**src/design/panel_host_pkg.sv**
```systemverilog
// Constants, field layouts and carrier types shared by the panel write host.
// Assumes a host clock of 10 MHz and a 16-bit write-only system bus to the panel driver.
package panel_host_pkg;

	localparam int DATA_W = 16;

	// Host clock and bus strobe timing
	localparam int CLK_PERIOD_NS = 100;
	localparam int WR_LOW_NS     = 100;
	localparam int WR_HIGH_NS    = 100;
	localparam int WR_LOW_CYC    = ((WR_LOW_NS + CLK_PERIOD_NS - 1) / CLK_PERIOD_NS) < 1 ? 1 :
	                               ((WR_LOW_NS + CLK_PERIOD_NS - 1) / CLK_PERIOD_NS);
	localparam int WR_HIGH_CYC   = ((WR_HIGH_NS + CLK_PERIOD_NS - 1) / CLK_PERIOD_NS) < 1 ? 1 :
	                               ((WR_HIGH_NS + CLK_PERIOD_NS - 1) / CLK_PERIOD_NS);

	// Register indices in the driver
	localparam logic [7:0] IDX_RESIZE = 8'h10;
	localparam logic [7:0] IDX_WIN_HS = 8'h11;
	localparam logic [7:0] IDX_WIN_HE = 8'h12;
	localparam logic [7:0] IDX_WIN_VS = 8'h13;
	localparam logic [7:0] IDX_WIN_VE = 8'h14;
	localparam logic [7:0] IDX_ENTRY  = 8'h15;
	localparam logic [7:0] IDX_PTR_LO = 8'h16;
	localparam logic [7:0] IDX_PTR_HI = 8'h17;
	localparam logic [7:0] IDX_FRAME  = 8'h18;
	localparam logic [7:0] IDX_GRAM   = 8'h19;

	// Field positions inside register data words
	localparam int RSZ_FACTOR_POS  = 0;
	localparam int RSZ_SURP_H_POS  = 4;
	localparam int RSZ_SURP_V_POS  = 8;
	localparam int ENTRY_AXIS_POS  = 0;
	localparam int ENTRY_HINC_POS  = 4;
	localparam int ENTRY_VINC_POS  = 5;
	localparam int FRAME_LINE_POS  = 0;
	localparam int FRAME_INTV_POS  = 12;
	localparam int FRAME_OE_POS    = 15;

	// Shrink codes and legal limits
	localparam logic [1:0]  SHRINK_NONE    = 2'h0;
	localparam logic [1:0]  SHRINK_HALF    = 2'h1;
	localparam logic [1:0]  SHRINK_QUARTER = 2'h3;
	localparam logic [10:0] WIN_H_MAX      = 11'h0ef;
	localparam logic [10:0] WIN_V_MAX      = 11'h13f;
	localparam logic [8:0]  FRAME_LINE_MAX = 9'h14f;
	localparam int          CFG_STEPS      = 18;

	typedef struct packed {
		logic [9:0] src_w;
		logic [9:0] src_h;
		logic [7:0] org_x;
		logic [8:0] org_y;
		logic [1:0] shrink_factor;
		logic       step_axis_select;
		logic       h_inc;
		logic       v_inc;
		logic [8:0] frame_pulse_line;
		logic [2:0] frame_pulse_interval;
		logic       frame_pulse_out_enable;
		logic       sync_to_frame;
	} write_cfg_t;

	typedef struct packed {
		logic              rs;
		logic [DATA_W-1:0] data;
	} bus_req_t;

endpackage

```
**src/design/panel_window_writer.sv**
```systemverilog
// Host side controller: programs shrink, window, pointer and frame pulse settings, then streams pixels.
// Assumes the driver's frame pulse pin and pixel source are synchronous to ref_clk.
`timescale 1ns/1ps
module panel_window_writer import panel_host_pkg::*; (
	input  wire logic              ref_clk,
	input  wire logic              rst_n,
	input  wire logic              start,
	input  wire write_cfg_t        cfg,
	input  wire logic              pix_valid,
	input  wire logic [DATA_W-1:0] pix_data,
	output logic                   pix_ready_q,
	output logic                   busy_q,
	output logic                   done_q,
	output logic                   cfg_error_q,
	input  wire logic              frame_sync_pulse,
	output logic                   cs_n,
	output logic                   rs,
	output logic                   wr_n,
	output logic                   rd_n_q,
	output logic [DATA_W-1:0]      db_o,
	output logic                   db_oe
);

	typedef enum logic [3:0] {
		S_IDLE, S_CHECK, S_CFG_ISSUE, S_CFG_WAIT, S_FRAME_WAIT,
		S_IDX_ISSUE, S_IDX_WAIT, S_STREAM, S_PIX_WAIT, S_DONE
	} state_t;

	logic [1:0]   rst_sync_q;
	logic         rst_int_n;
	state_t       state_q;
	state_t       state_d;
	write_cfg_t   cfg_q;
	logic [4:0]   step_q;
	logic [19:0]  pix_left_q;
	logic         frame_prev_q;
	logic         frame_rise;
	logic         eng_idle;
	logic         eng_done;
	logic         req_valid;
	bus_req_t     req;
	bus_req_t     cfg_req;

	// Derived window and shrink values
	logic [1:0]   shift_amt;
	logic [1:0]   surplus_mask;
	logic [9:0]   red_w;
	logic [9:0]   red_h;
	logic [1:0]   surplus_h;
	logic [1:0]   surplus_v;
	logic [10:0]  win_he;
	logic [10:0]  win_ve;
	logic [7:0]   ptr_x;
	logic [8:0]   ptr_y;
	logic         shrink_ok;
	logic         intv_ok;
	logic         cfg_legal;

	// Reset released through two flops
	always_ff @(posedge ref_clk or negedge rst_n) begin
		if (!rst_n) begin
			rst_sync_q <= 2'h0;
		end else begin
			rst_sync_q <= {rst_sync_q[0], 1'b1};
		end
	end
	assign rst_int_n = rst_sync_q[1];

	// Shrink factor to shift and remainder mask
	always_comb begin
		unique case (cfg_q.shrink_factor)
			SHRINK_HALF: begin
				shift_amt    = 2'h1;
				surplus_mask = 2'h1;
				shrink_ok    = 1'b1;
			end
			SHRINK_QUARTER: begin
				shift_amt    = 2'h2;
				surplus_mask = 2'h3;
				shrink_ok    = 1'b1;
			end
			SHRINK_NONE: begin
				shift_amt    = 2'h0;
				surplus_mask = 2'h0;
				shrink_ok    = 1'b1;
			end
			default: begin
				shift_amt    = 2'h0;
				surplus_mask = 2'h0;
				shrink_ok    = 1'b0;
			end
		endcase
	end

	// Reduced size, surplus pixels and window edges; source stays full size
	assign red_w     = cfg_q.src_w >> shift_amt;
	assign red_h     = cfg_q.src_h >> shift_amt;
	assign surplus_h = cfg_q.src_w[1:0] & surplus_mask;
	assign surplus_v = cfg_q.src_h[1:0] & surplus_mask;
	assign win_he    = {3'h0, cfg_q.org_x} + {1'b0, red_w} - 11'h001;
	assign win_ve    = {2'h0, cfg_q.org_y} + {1'b0, red_h} - 11'h001;

	// Pointer starts at the window corner the stepping direction begins from
	assign ptr_x = cfg_q.h_inc ? cfg_q.org_x : win_he[7:0];
	assign ptr_y = cfg_q.v_inc ? cfg_q.org_y : win_ve[8:0];

	assign intv_ok = (cfg_q.frame_pulse_interval == 3'h0) || (cfg_q.frame_pulse_interval == 3'h1) ||
	                 (cfg_q.frame_pulse_interval == 3'h3) || (cfg_q.frame_pulse_interval == 3'h5);

	// Refuse anything the driver cannot take; waiting on a disabled pulse would hang
	assign cfg_legal = shrink_ok && intv_ok &&
	                   (red_w != 10'h000) && (red_h != 10'h000) &&
	                   (win_he <= WIN_H_MAX) &&
	                   (win_ve <= WIN_V_MAX) &&
	                   (cfg_q.frame_pulse_line <= FRAME_LINE_MAX) &&
	                   (!cfg_q.sync_to_frame || cfg_q.frame_pulse_out_enable);

	// Register programming order: shrink first, pointer before any pixel
	always_comb begin
		logic [7:0]        idx;
		logic [DATA_W-1:0] val;
		idx = IDX_RESIZE;
		val = '0;
		unique case (step_q[4:1])
			4'h0: begin
				idx = IDX_RESIZE;
				val[RSZ_FACTOR_POS +: 2] = cfg_q.shrink_factor;
				val[RSZ_SURP_H_POS +: 2] = surplus_h;
				val[RSZ_SURP_V_POS +: 2] = surplus_v;
			end
			4'h1: begin
				idx = IDX_WIN_HS;
				val = {8'h00, cfg_q.org_x};
			end
			4'h2: begin
				idx = IDX_WIN_HE;
				val = {8'h00, win_he[7:0]};
			end
			4'h3: begin
				idx = IDX_WIN_VS;
				val = {7'h00, cfg_q.org_y};
			end
			4'h4: begin
				idx = IDX_WIN_VE;
				val = {7'h00, win_ve[8:0]};
			end
			4'h5: begin
				idx = IDX_ENTRY;
				val[ENTRY_AXIS_POS] = cfg_q.step_axis_select;
				val[ENTRY_HINC_POS] = cfg_q.h_inc;
				val[ENTRY_VINC_POS] = cfg_q.v_inc;
			end
			4'h6: begin
				idx = IDX_PTR_LO;
				val = {8'h00, ptr_x};
			end
			4'h7: begin
				idx = IDX_PTR_HI;
				val = {7'h00, ptr_y};
			end
			4'h8: begin
				idx = IDX_FRAME;
				val[FRAME_LINE_POS +: 9] = cfg_q.frame_pulse_line;
				val[FRAME_INTV_POS +: 3] = cfg_q.frame_pulse_interval;
				val[FRAME_OE_POS]        = cfg_q.frame_pulse_out_enable;
			end
			default: begin
				idx = IDX_GRAM;
				val = '0;
			end
		endcase
		cfg_req.rs   = step_q[0];
		cfg_req.data = step_q[0] ? val : {8'h00, idx};
	end

	// Frame pulse edge; the pin is taken as synchronous
	always_ff @(posedge ref_clk or negedge rst_int_n) begin
		if (!rst_int_n) begin
			frame_prev_q <= 1'b0;
		end else begin
			frame_prev_q <= frame_sync_pulse;
		end
	end
	assign frame_rise = frame_sync_pulse & ~frame_prev_q;

	// Bus request mux
	always_comb begin
		req_valid = 1'b0;
		req       = cfg_req;
		unique case (state_q)
			S_CFG_ISSUE: begin
				req_valid = eng_idle;
			end
			S_IDX_ISSUE: begin
				req_valid = eng_idle;
				req.rs    = 1'b0;
				req.data  = {8'h00, IDX_GRAM};
			end
			S_STREAM: begin
				req_valid = pix_valid & pix_ready_q;
				req.rs    = 1'b1;
				req.data  = pix_data;
			end
			default: begin
				req_valid = 1'b0;
			end
		endcase
	end

	// Sequencer next state
	always_comb begin
		state_d = state_q;
		unique case (state_q)
			S_IDLE: begin
				if (start) begin
					state_d = S_CHECK;
				end
			end
			S_CHECK: begin
				state_d = cfg_legal ? S_CFG_ISSUE : S_IDLE;
			end
			S_CFG_ISSUE: begin
				if (eng_idle) begin
					state_d = S_CFG_WAIT;
				end
			end
			S_CFG_WAIT: begin
				if (eng_done) begin
					if (step_q == 5'(CFG_STEPS - 1)) begin
						state_d = cfg_q.sync_to_frame ? S_FRAME_WAIT : S_IDX_ISSUE;
					end else begin
						state_d = S_CFG_ISSUE;
					end
				end
			end
			S_FRAME_WAIT: begin
				if (frame_rise) begin
					state_d = S_IDX_ISSUE;
				end
			end
			S_IDX_ISSUE: begin
				if (eng_idle) begin
					state_d = S_IDX_WAIT;
				end
			end
			S_IDX_WAIT: begin
				if (eng_done) begin
					state_d = S_STREAM;
				end
			end
			S_STREAM: begin
				if (req_valid) begin
					state_d = S_PIX_WAIT;
				end
			end
			S_PIX_WAIT: begin
				if (eng_done) begin
					state_d = (pix_left_q == 20'h00001) ? S_DONE : S_STREAM;
				end
			end
			S_DONE: begin
				state_d = S_IDLE;
			end
		endcase
	end

	// State, config latch and step counter
	always_ff @(posedge ref_clk or negedge rst_int_n) begin
		if (!rst_int_n) begin
			state_q <= S_IDLE;
			cfg_q   <= '0;
			step_q  <= 5'h00;
		end else begin
			state_q <= state_d;
			if (state_q == S_IDLE && start) begin
				cfg_q  <= cfg;
				step_q <= 5'h00;
			end else if (state_q == S_CFG_WAIT && eng_done) begin
				step_q <= step_q + 5'h01;
			end
		end
	end

	// Whole source frame is sent, so lines always complete
	always_ff @(posedge ref_clk or negedge rst_int_n) begin
		if (!rst_int_n) begin
			pix_left_q <= 20'h00000;
		end else if (state_q == S_CHECK) begin
			pix_left_q <= {10'h000, cfg_q.src_w} * {10'h000, cfg_q.src_h};
		end else if (state_q == S_PIX_WAIT && eng_done) begin
			pix_left_q <= pix_left_q - 20'h00001;
		end
	end

	// User status flags, all registered
	always_ff @(posedge ref_clk or negedge rst_int_n) begin
		if (!rst_int_n) begin
			pix_ready_q <= 1'b0;
			busy_q      <= 1'b0;
			done_q      <= 1'b0;
			cfg_error_q <= 1'b0;
			rd_n_q      <= 1'b1;
		end else begin
			pix_ready_q <= (state_d == S_STREAM);
			busy_q      <= (state_d != S_IDLE);
			done_q      <= (state_d == S_DONE);
			rd_n_q      <= 1'b1; // Reads are never issued
			if (state_q == S_IDLE && start) begin
				cfg_error_q <= 1'b0;
			end else if (state_q == S_CHECK && !cfg_legal) begin
				cfg_error_q <= 1'b1;
			end
		end
	end

	bus_write_cycle u_bus (
		.clk       (ref_clk),
		.rst_n     (rst_int_n),
		.req_valid (req_valid),
		.req       (req),
		.idle_q    (eng_idle),
		.done_q    (eng_done),
		.cs_n_q    (cs_n),
		.rs_q      (rs),
		.wr_n_q    (wr_n),
		.db_o_q    (db_o),
		.db_oe_q   (db_oe)
	);

endmodule // panel_window_writer

```
**src/design/bus_write_cycle.sv**
```systemverilog
// One write cycle on the driver's 80-style system bus: chip select, register select and write strobe.
// Assumes the caller holds req steady only in the cycle req_valid is high while idle_q is set.
`timescale 1ns/1ps
module bus_write_cycle import panel_host_pkg::*; (
	input  wire logic              clk,
	input  wire logic              rst_n,
	input  wire logic              req_valid,
	input  wire bus_req_t          req,
	output logic                   idle_q,
	output logic                   done_q,
	output logic                   cs_n_q,
	output logic                   rs_q,
	output logic                   wr_n_q,
	output logic [DATA_W-1:0]      db_o_q,
	output logic                   db_oe_q
);

	typedef enum logic [1:0] {P_IDLE, P_LOW, P_HIGH} phase_t;

	phase_t     phase_q;
	logic [7:0] cnt_q;

	// Strobe sequencer; data held through the high phase for hold time
	always_ff @(posedge clk or negedge rst_n) begin
		if (!rst_n) begin
			phase_q <= P_IDLE;
			cnt_q   <= 8'h00;
			idle_q  <= 1'b1;
			done_q  <= 1'b0;
			cs_n_q  <= 1'b1;
			rs_q    <= 1'b0;
			wr_n_q  <= 1'b1;
			db_o_q  <= '0;
			db_oe_q <= 1'b0;
		end else begin
			done_q <= 1'b0;
			unique case (phase_q)
				P_IDLE: begin
					if (req_valid) begin
						phase_q <= P_LOW;
						cnt_q   <= 8'(WR_LOW_CYC - 1);
						idle_q  <= 1'b0;
						cs_n_q  <= 1'b0;
						rs_q    <= req.rs;
						wr_n_q  <= 1'b0;
						db_o_q  <= req.data;
						db_oe_q <= 1'b1;
					end
				end
				P_LOW: begin
					if (cnt_q == 8'h00) begin
						phase_q <= P_HIGH;
						cnt_q   <= 8'(WR_HIGH_CYC - 1);
						wr_n_q  <= 1'b1; // Driver latches on this rising edge
					end else begin
						cnt_q <= cnt_q - 8'h01;
					end
				end
				P_HIGH: begin
					if (cnt_q == 8'h00) begin
						phase_q <= P_IDLE;
						idle_q  <= 1'b1;
						done_q  <= 1'b1;
						cs_n_q  <= 1'b1;
						db_oe_q <= 1'b0;
					end else begin
						cnt_q <= cnt_q - 8'h01;
					end
				end
			endcase
		end
	end

endmodule // bus_write_cycle

```
**config.mk**
```make
export PLATFORM = sky130hd
export DESIGN_NAME = panel_window_writer
export DESIGN_NICKNAME = d
export VERILOG_FILES = /design/src/design/panel_host_pkg.sv /design/src/design/panel_window_writer.sv /design/src/design/bus_write_cycle.sv
export SDC_FILE = /design/constraint.sdc
export NUM_CORES = 1
export LEC_CHECK = 0
export BUFFER_PORTS_ARGS = -buffer_cell sky130_fd_sc_hd__buf_2
export CORE_UTILIZATION = 60
export DETAILED_ROUTE_END_ITERATION = 7
export PLACE_DENSITY = 0.8
export SYNTH_ARGS = -nofsm -noshare
export SYNTH_HDL_FRONTEND = slang
export SYNTH_SLANG_ARGS = --single-unit
```
**constraint.sdc**
```tcl
create_clock -name ref_clk -period 8.7 [get_ports ref_clk]
set_clock_uncertainty 0.1 [all_clocks]
set_input_delay 1.305 -clock ref_clk [delete_from_list [all_inputs] [get_ports ref_clk]]
set_output_delay 1.305 -clock ref_clk [all_outputs]
set_load 0.02 [all_outputs]
```
==> results of run 1 <==
metal layers:
layer	vias to the layer above	GRT usage	share of wire
met4	2	0.109	0.022
met5	-	0	0.00046
met3	54	0.0692	0.081
met2	460	0.483	0.46
met1	4702	0.415	0.44
li1	4671	-	-
synth_stat cells, drive strengths merged (11+ instances only):
library cell,n,area [sq um]
xnor2,15,131
ha,100,1250
mux2i,11,110
nand2,252,946
o22ai,11,68.8
and2,49,307
nor2b,13,81.3
dfrtp,121,3030
nor4,12,81.3
fa,64,1280
inv,154,578
o21ai,85,425
nand2b,18,113
nand3,25,125
xor2,20,175
nor2,77,289
nor3,24,120
a21oi,66,330
clkbuf,54,203
kinds of logic after synthesis:
family | Yosys count
AND/OR/NAND/NOR | 516
flip-flops | 123
buffers and inverters | 218
other | 1
AO/OA/AOI/OAI | 270
adder cells (fa/ha/maj) | 165
multiplexers | 17
XOR/XNOR | 35
stage by stage:
step                worst slack, ns  utilization  hold WS (ns)  instances  instance area, sq um
floorplan                      3.55            -         0.231       1346                 11100
global placement               3.27        0.647         0.235       1620                 11700
detailed placement             3.17        0.647         0.236       1620                 11700
CTS                            3.16        0.679         0.247       1652                 12200
global route                   2.79        0.679         0.271       1652                 12200
finish                         3.19        0.679         0.220       1652                 12200
state kept, by name, indices dropped and copies added (netlist names), 2 cells and up:
name	count
state_q	4
u_bus.cnt_q	8
pix_left_q	20
u_bus.phase_q	2
rst_sync_q	2
cfg_q	56
step_q	5
u_bus.db_o_q	16
worst max-delay path, stage by stage (launching register included):
cell and delay (ns):
dfrtp_1 0.64, nand2_1 0.15, fa_1 0.53, fa_1 0.52, inv_1 0.04, ha_1 0.27
inv_1 0.05, fa_1 0.52, inv_1 0.05, fa_1 0.47, ha_1 0.34, o21a_1 0.21
a2111oi_0 0.72, nor2_1 0.17, a21o_1 0.22, a21oi_1 0.17, xnor2_1 0.13, o21ai_0 0.08
worst min path at each step:
stage | startpoint | to | slack [ns]
after CTS | rst_sync_q[1] | u_bus.db_o_q[6] | 0.25
after detailed placement | rst_sync_q[1] | u_bus.db_o_q[6] | 0.24
after global placement | rst_sync_q[1] | u_bus.db_o_q[6] | 0.23
after global routing | rst_sync_q[0] | rst_sync_q[1] | 0.27
final | rst_sync_q[1] | u_bus.db_o_q[6] | 0.22
after floorplan | rst_sync_q[0] | rst_sync_q[1] | 0.23
cell type report:
cell class                 instances  area [sq um]  share of cell area
tap                              229           287              0.0234
inverter                         155           582              0.0476
multi-input combinational       1005          7150               0.584
clock inverter                    12           114             0.00931
clock buffer                      20           457              0.0373
timing repair buffer             108           561              0.0458
sequential                       123          3080               0.252
cells in the final DEF, fill, tap and decap left out, drive strengths merged, types with 8 or more instances in the layout:
cell,count
a21o,9
a21oi,66
a221oi,9
a31oi,8
and2,49
buf,108
clkbuf,20
dfrtp,121
fa,64
ha,100
inv,157
mux2i,11
nand2,252
nand2b,18
nand3,25
nand4,9
nor2,77
nor2b,13
nor3,24
nor4,12
o211ai,9
o21ai,85
o22ai,11
o31ai,9
xnor2,15
xor2,20
==> flow_metrics.py, run 1 <==
metrics = {
    "floorplan": {
        "rows": 49,
        "core_area_sq_um": 18000,
        "die_h_um": 138,
        "ios": 102,
        "die_w_um": 138,
        "initial_core_util": 0.613,
        "dieArea_sq_um": 19000,
    },
    "finish": {
        "diodes": 0,
        "fin_nets": 1651,
        "n_fill_cell": 1480,
        "area_growth_pct": 10.7,
        "drive_above_1_share": 0.110,
    },
    "timing": {
        "worst_pin_slew_ns": 1.13,
        "fin_tns_setup_ns": 0,
        "setup_viol": 0,
        "fmax_mhz": 181,
        "fin_crit_sh": 0.634,
        "final-hold-violation-count": 0,
        "slew_viol_final": 0,
        "period_minus_slack_ns": 5.51,
        "relSlewSlack": 0.243,
        "rsz0062_at_grt": "false",
    },
    "route": {
        "dr.pass1.iters": 5,
        "drc": 0,
        "viasPerCell": 5.99,
        "avgRoutedWirePerCell_um": 16.9,
        "drt_iter0_markers": 997,
        "num_vias": 9889,
        "ant_nets": 0,
        "drt_wl_total_um": 28000,
    },
    "setup_path": {
        "cp.arrival_ns": 5.71,
        "path_max_fanout": 15,
        "crit_type": "reg2reg",
        "r2r_end": "pix_left_q[12]",
        "cp-startpoint": "cfg_q[39]",
        "cp-endpoint": "pix_left_q[12]",
        "reg2reg_from": "cfg_q[39]",
        "end_kind": "register",
        "r2r_slack_ns": 3.19,
        "r2r_cells": 17,
        "startpoint_type": "register",
        "cp.required_ns": 8.89,
    },
    "status": {
        "status": "completed",
    },
    "logic_synthesis": {
        "synth_area_sq_um": 11100,
        "synth-xor-area-share": 0.0277,
        "ys_seq_elements": 123,
        "synth_compound_area_frac": 0.155,
        "synth_mux_area_frac": 0.0161,
        "synthArstFlopShare": 1.00,
        "yosys.area_share.simple": 0.217,
        "synth_cells": 1345,
        "ys_types": 72,
        "synthFlopType": "dfrtp_1",
        "synth_enable_flop_cells": 0,
        "ys_seq_area_frac": 0.279,
        "ys_warn_count": 0,
        "synth-adder-area-share": 0.230,
        "synth_area_per_cell_sq_um": 8.22,
        "synth_top_family_by_area": "adder cells",
    },
    "placement": {
        "dp_hpwl_um": 20700,
        "gp_congestion": 0.923,
        "numPortBuffers": 100,
    },
    "cts": {
        "cts_setup_buffers": 0,
        "cts_resized": 0,
        "cts_tree": "yes",
        "holdBufCountCts": 0,
        "clkLatencyLatePin_ns": 0.43,
        "cts_made_buffers": 17,
        "clock_path_buffers": 2,
        "h-tree-depth": 4,
        "cts.sinks": 123,
        "clkTransAtPathRegs_ns": 0.06,
        "clockRootBuffer": "clkbuf_16",
    },
    "global_route": {
        "grt_remaining_overflow": 0,
        "grt_antenna_before_repair": 1,
        "grt_usage": 0.307,
        "grt_pass1_wl_um": 45000,
        "grt_max_degree": 86,
        "grt_pass1_vias": 9111,
    },
    "job": {
        "maxCapViolations": 0,
    },
    "worst_hold_path": {
        "hold_class": "reg2async",
    },
}
Power of run 1 is left out: the tool's default activity adds up to more than one toggle a clock period on the data nets, which glitch-free logic cannot reach.
==> run 2: changes to the inputs <==
==> constraint.sdc (replaced) <==
create_clock -name ref_clk -period 5.5 [get_ports ref_clk]
set_clock_uncertainty 0.1 [all_clocks]
set_input_delay 0.825 -clock ref_clk [delete_from_list [all_inputs] [get_ports ref_clk]]
set_output_delay 0.825 -clock ref_clk [all_outputs]
set_load 0.02 [all_outputs]
==> run 2 against run 1 <==
  * Via count down 0.84%
  * Cell area rose by 0.86%
  * Wire length shrank 1.1%
  * Critical endpoint is now pix_left_q[18]
  * Worst hold slack got worse by 0.16 ns
  * Utilization up 0.58 points
  * Largest cell class unchanged
  * Clock-buffer cell count shrank 2
  * Sequential share of layout area shrank 0.20 points
  * Flip-flop and latch count unchanged
  * First-iteration DRC count decreased by 12%
  * Register-to-register slack worse by 2.9 ns
  * Setup slack got worse by 2.9 ns
==> flow_metrics.py, run 2 (synthesis gave the netlist of run 1 again) <==
metrics = {
    "cts": {
        "clkLatencyLatePin_ns": 0.43,
        "cts_tree": "yes",
        "cts.sinks": 123,
        "cts_made_buffers": 17,
        "clockRootBuffer": "clkbuf_16",
        "clock_path_buffers": 2,
        "clkTransAtPathRegs_ns": 0.06,
        "cts_setup_buffers": 0,
        "h-tree-depth": 4,
    },
    "route": {
        "drt_iter0_markers": 879,
        "avgRoutedWirePerCell_um": 16.6,
        "drt_wl_total_um": 27700,
        "dr.pass1.iters": 5,
        "ant_nets": 0,
        "num_vias": 9806,
        "drc": 0,
        "viasPerCell": 5.89,
    },
    "timing": {
        "setup_slack_ns": 0.253,
        "worst_pin_slew_ns": 1.00,
        "fmax_mhz": 191,
        "setup_viol": 0,
        "rsz0062_at_grt": "false",
        "fin_tns_setup_ns": 0,
        "relSlewSlack": 0.326,
        "period_minus_slack_ns": 5.25,
        "fin_crit_sh": 0.954,
        "slew_viol_final": 0,
        "final-hold-violation-count": 0,
    },
    "setup_path": {
        "crit_slowest_cell": "dfrtp_1",
        "startpoint_type": "register",
        "cpPeakStageDelay_ns": 0.68,
        "cp.required_ns": 5.71,
        "path_buf_inv": 4,
        "cpLargestDelayFamily": "adder cells",
        "r2r_end": "pix_left_q[18]",
        "path_cells": "nand2_1 > fa_1 > inv_1 > fa_1 > inv_1 > fa_1 > inv_1 > fa_1 > ha_1 > ha_1 > nand3_1 > inv_1 > nand3_1 > or3_1 > a31oi_1 > a21oi_1 > nor2_1 > a211oi_1",
        "end_kind": "register",
        "r2r_cells": 18,
        "cp.arrival_ns": 5.46,
        "r2r_slack_ns": 0.25,
        "reg2reg_from": "cfg_q[47]",
        "path_max_fanout": 15,
        "crit_type": "reg2reg",
        "cp.depth": 18,
    },
    "global_route": {
        "grt_usage": 0.304,
        "grt_pass1_vias": 9161,
        "grt_pass1_wl_um": 44300,
        "grt_antenna_before_repair": 0,
        "grt_remaining_overflow": 0,
        "grt_max_degree": 74,
    },
    "finish": {
        "area_growth_pct": 11.6,
        "largestRegisters": "cfg_q (56), pix_left_q (20), u_bus.db_o_q (16)",
        "layout.cells.most_common": "nand2_1",
        "diodes": 0,
        "drive_above_1_share": 0.119,
        "n_fill_cell": 1445,
        "largest_reg_flops": 56,
        "largest_register": "cfg_q",
        "multi_input_area_sq_um": 7150,
        "fin_nets": 1665,
        "register_area_sq_um": 3090,
        "final_cell_mix": "nand2_1, inv_1, dfrtp_1",
    },
    "floorplan": {
        "initial_core_util": 0.613,
        "dieArea_sq_um": 19000,
        "die_h_um": 138,
        "ios": 102,
        "die_w_um": 138,
        "rows": 49,
        "core_area_sq_um": 18000,
    },
    "placement": {
        "numPortBuffers": 100,
        "dp_hpwl_um": 21000,
        "place_ws_ns": 0.282,
        "gp_congestion": 0.904,
    },
    "status": {
        "status": "completed",
    },
    "worst_hold_path": {
        "hold_class": "in2async",
    },
    "job": {
        "maxCapViolations": 0,
    },
}
[run 2: timing repair]
item                                    in CTS  in global routing
hold buffers                                 0                  0
resized for setup                            0                  1
endpoints found under the setup margin       0                  1
[run 2: layout make-up]
cell class | instances | share of cell area
clock buffers | 18 | 0.0348
clock inverters | 14 | 0.0114
inverters | 155 | 0.0472
flip-flops and latches | 123 | 0.250
repair buffers | 122 | 0.0540
multi-input cells | 1005 | 0.579
well taps | 229 | 0.0232
[run 2: how the worst max path moves through the flow]
stage	from	to	slack (ns)
after floorplan	cfg_q[39]	pix_left_q[12]	0.35
after global placement	cfg_q[51]	pix_left_q[12]	0.45
after detailed placement	cfg_q[52]	pix_left_q[12]	0.28
after CTS	cfg_q[52]	pix_left_q[12]	0.24
after global routing	cfg_q[52]	pix_left_q[12]	0.006
final	cfg_q[47]	pix_left_q[18]	0.25
[run 2: per-stage QoR]
stage	cell area [sq um]	util	instances	hold slack (ns)
final	12300	0.684	1666	0.0647
after global routing	12300	0.684	1666	0.0565
after CTS	12300	0.684	1666	0.0567
after detailed placement	11800	0.653	1634	0.236
after global placement	11800	0.653	1634	0.237
after floorplan	11100	-	1346	0.231
[run 2: worst reg2reg max path, delay by kind of cell (launching register included)]
family                   cells  cell delay, ns
buffers and inverters        4            0.25
adder cells (fa/ha/maj)      6            2.79
flip-flops                   1            0.68
AND/OR/NAND/NOR              5            0.90
AO/OA/AOI/OAI                3            0.40
[run 2: per-layer routing]
layer	vias up	global-route usage	part of all wire
met1	4654	0.412	0.43
met3	51	0.0699	0.088
met5	-	0	0
li1	4692	-	-
met2	409	0.470	0.46
met4	0	0.117	0.024
Power of run 2 is left out for the same reason.
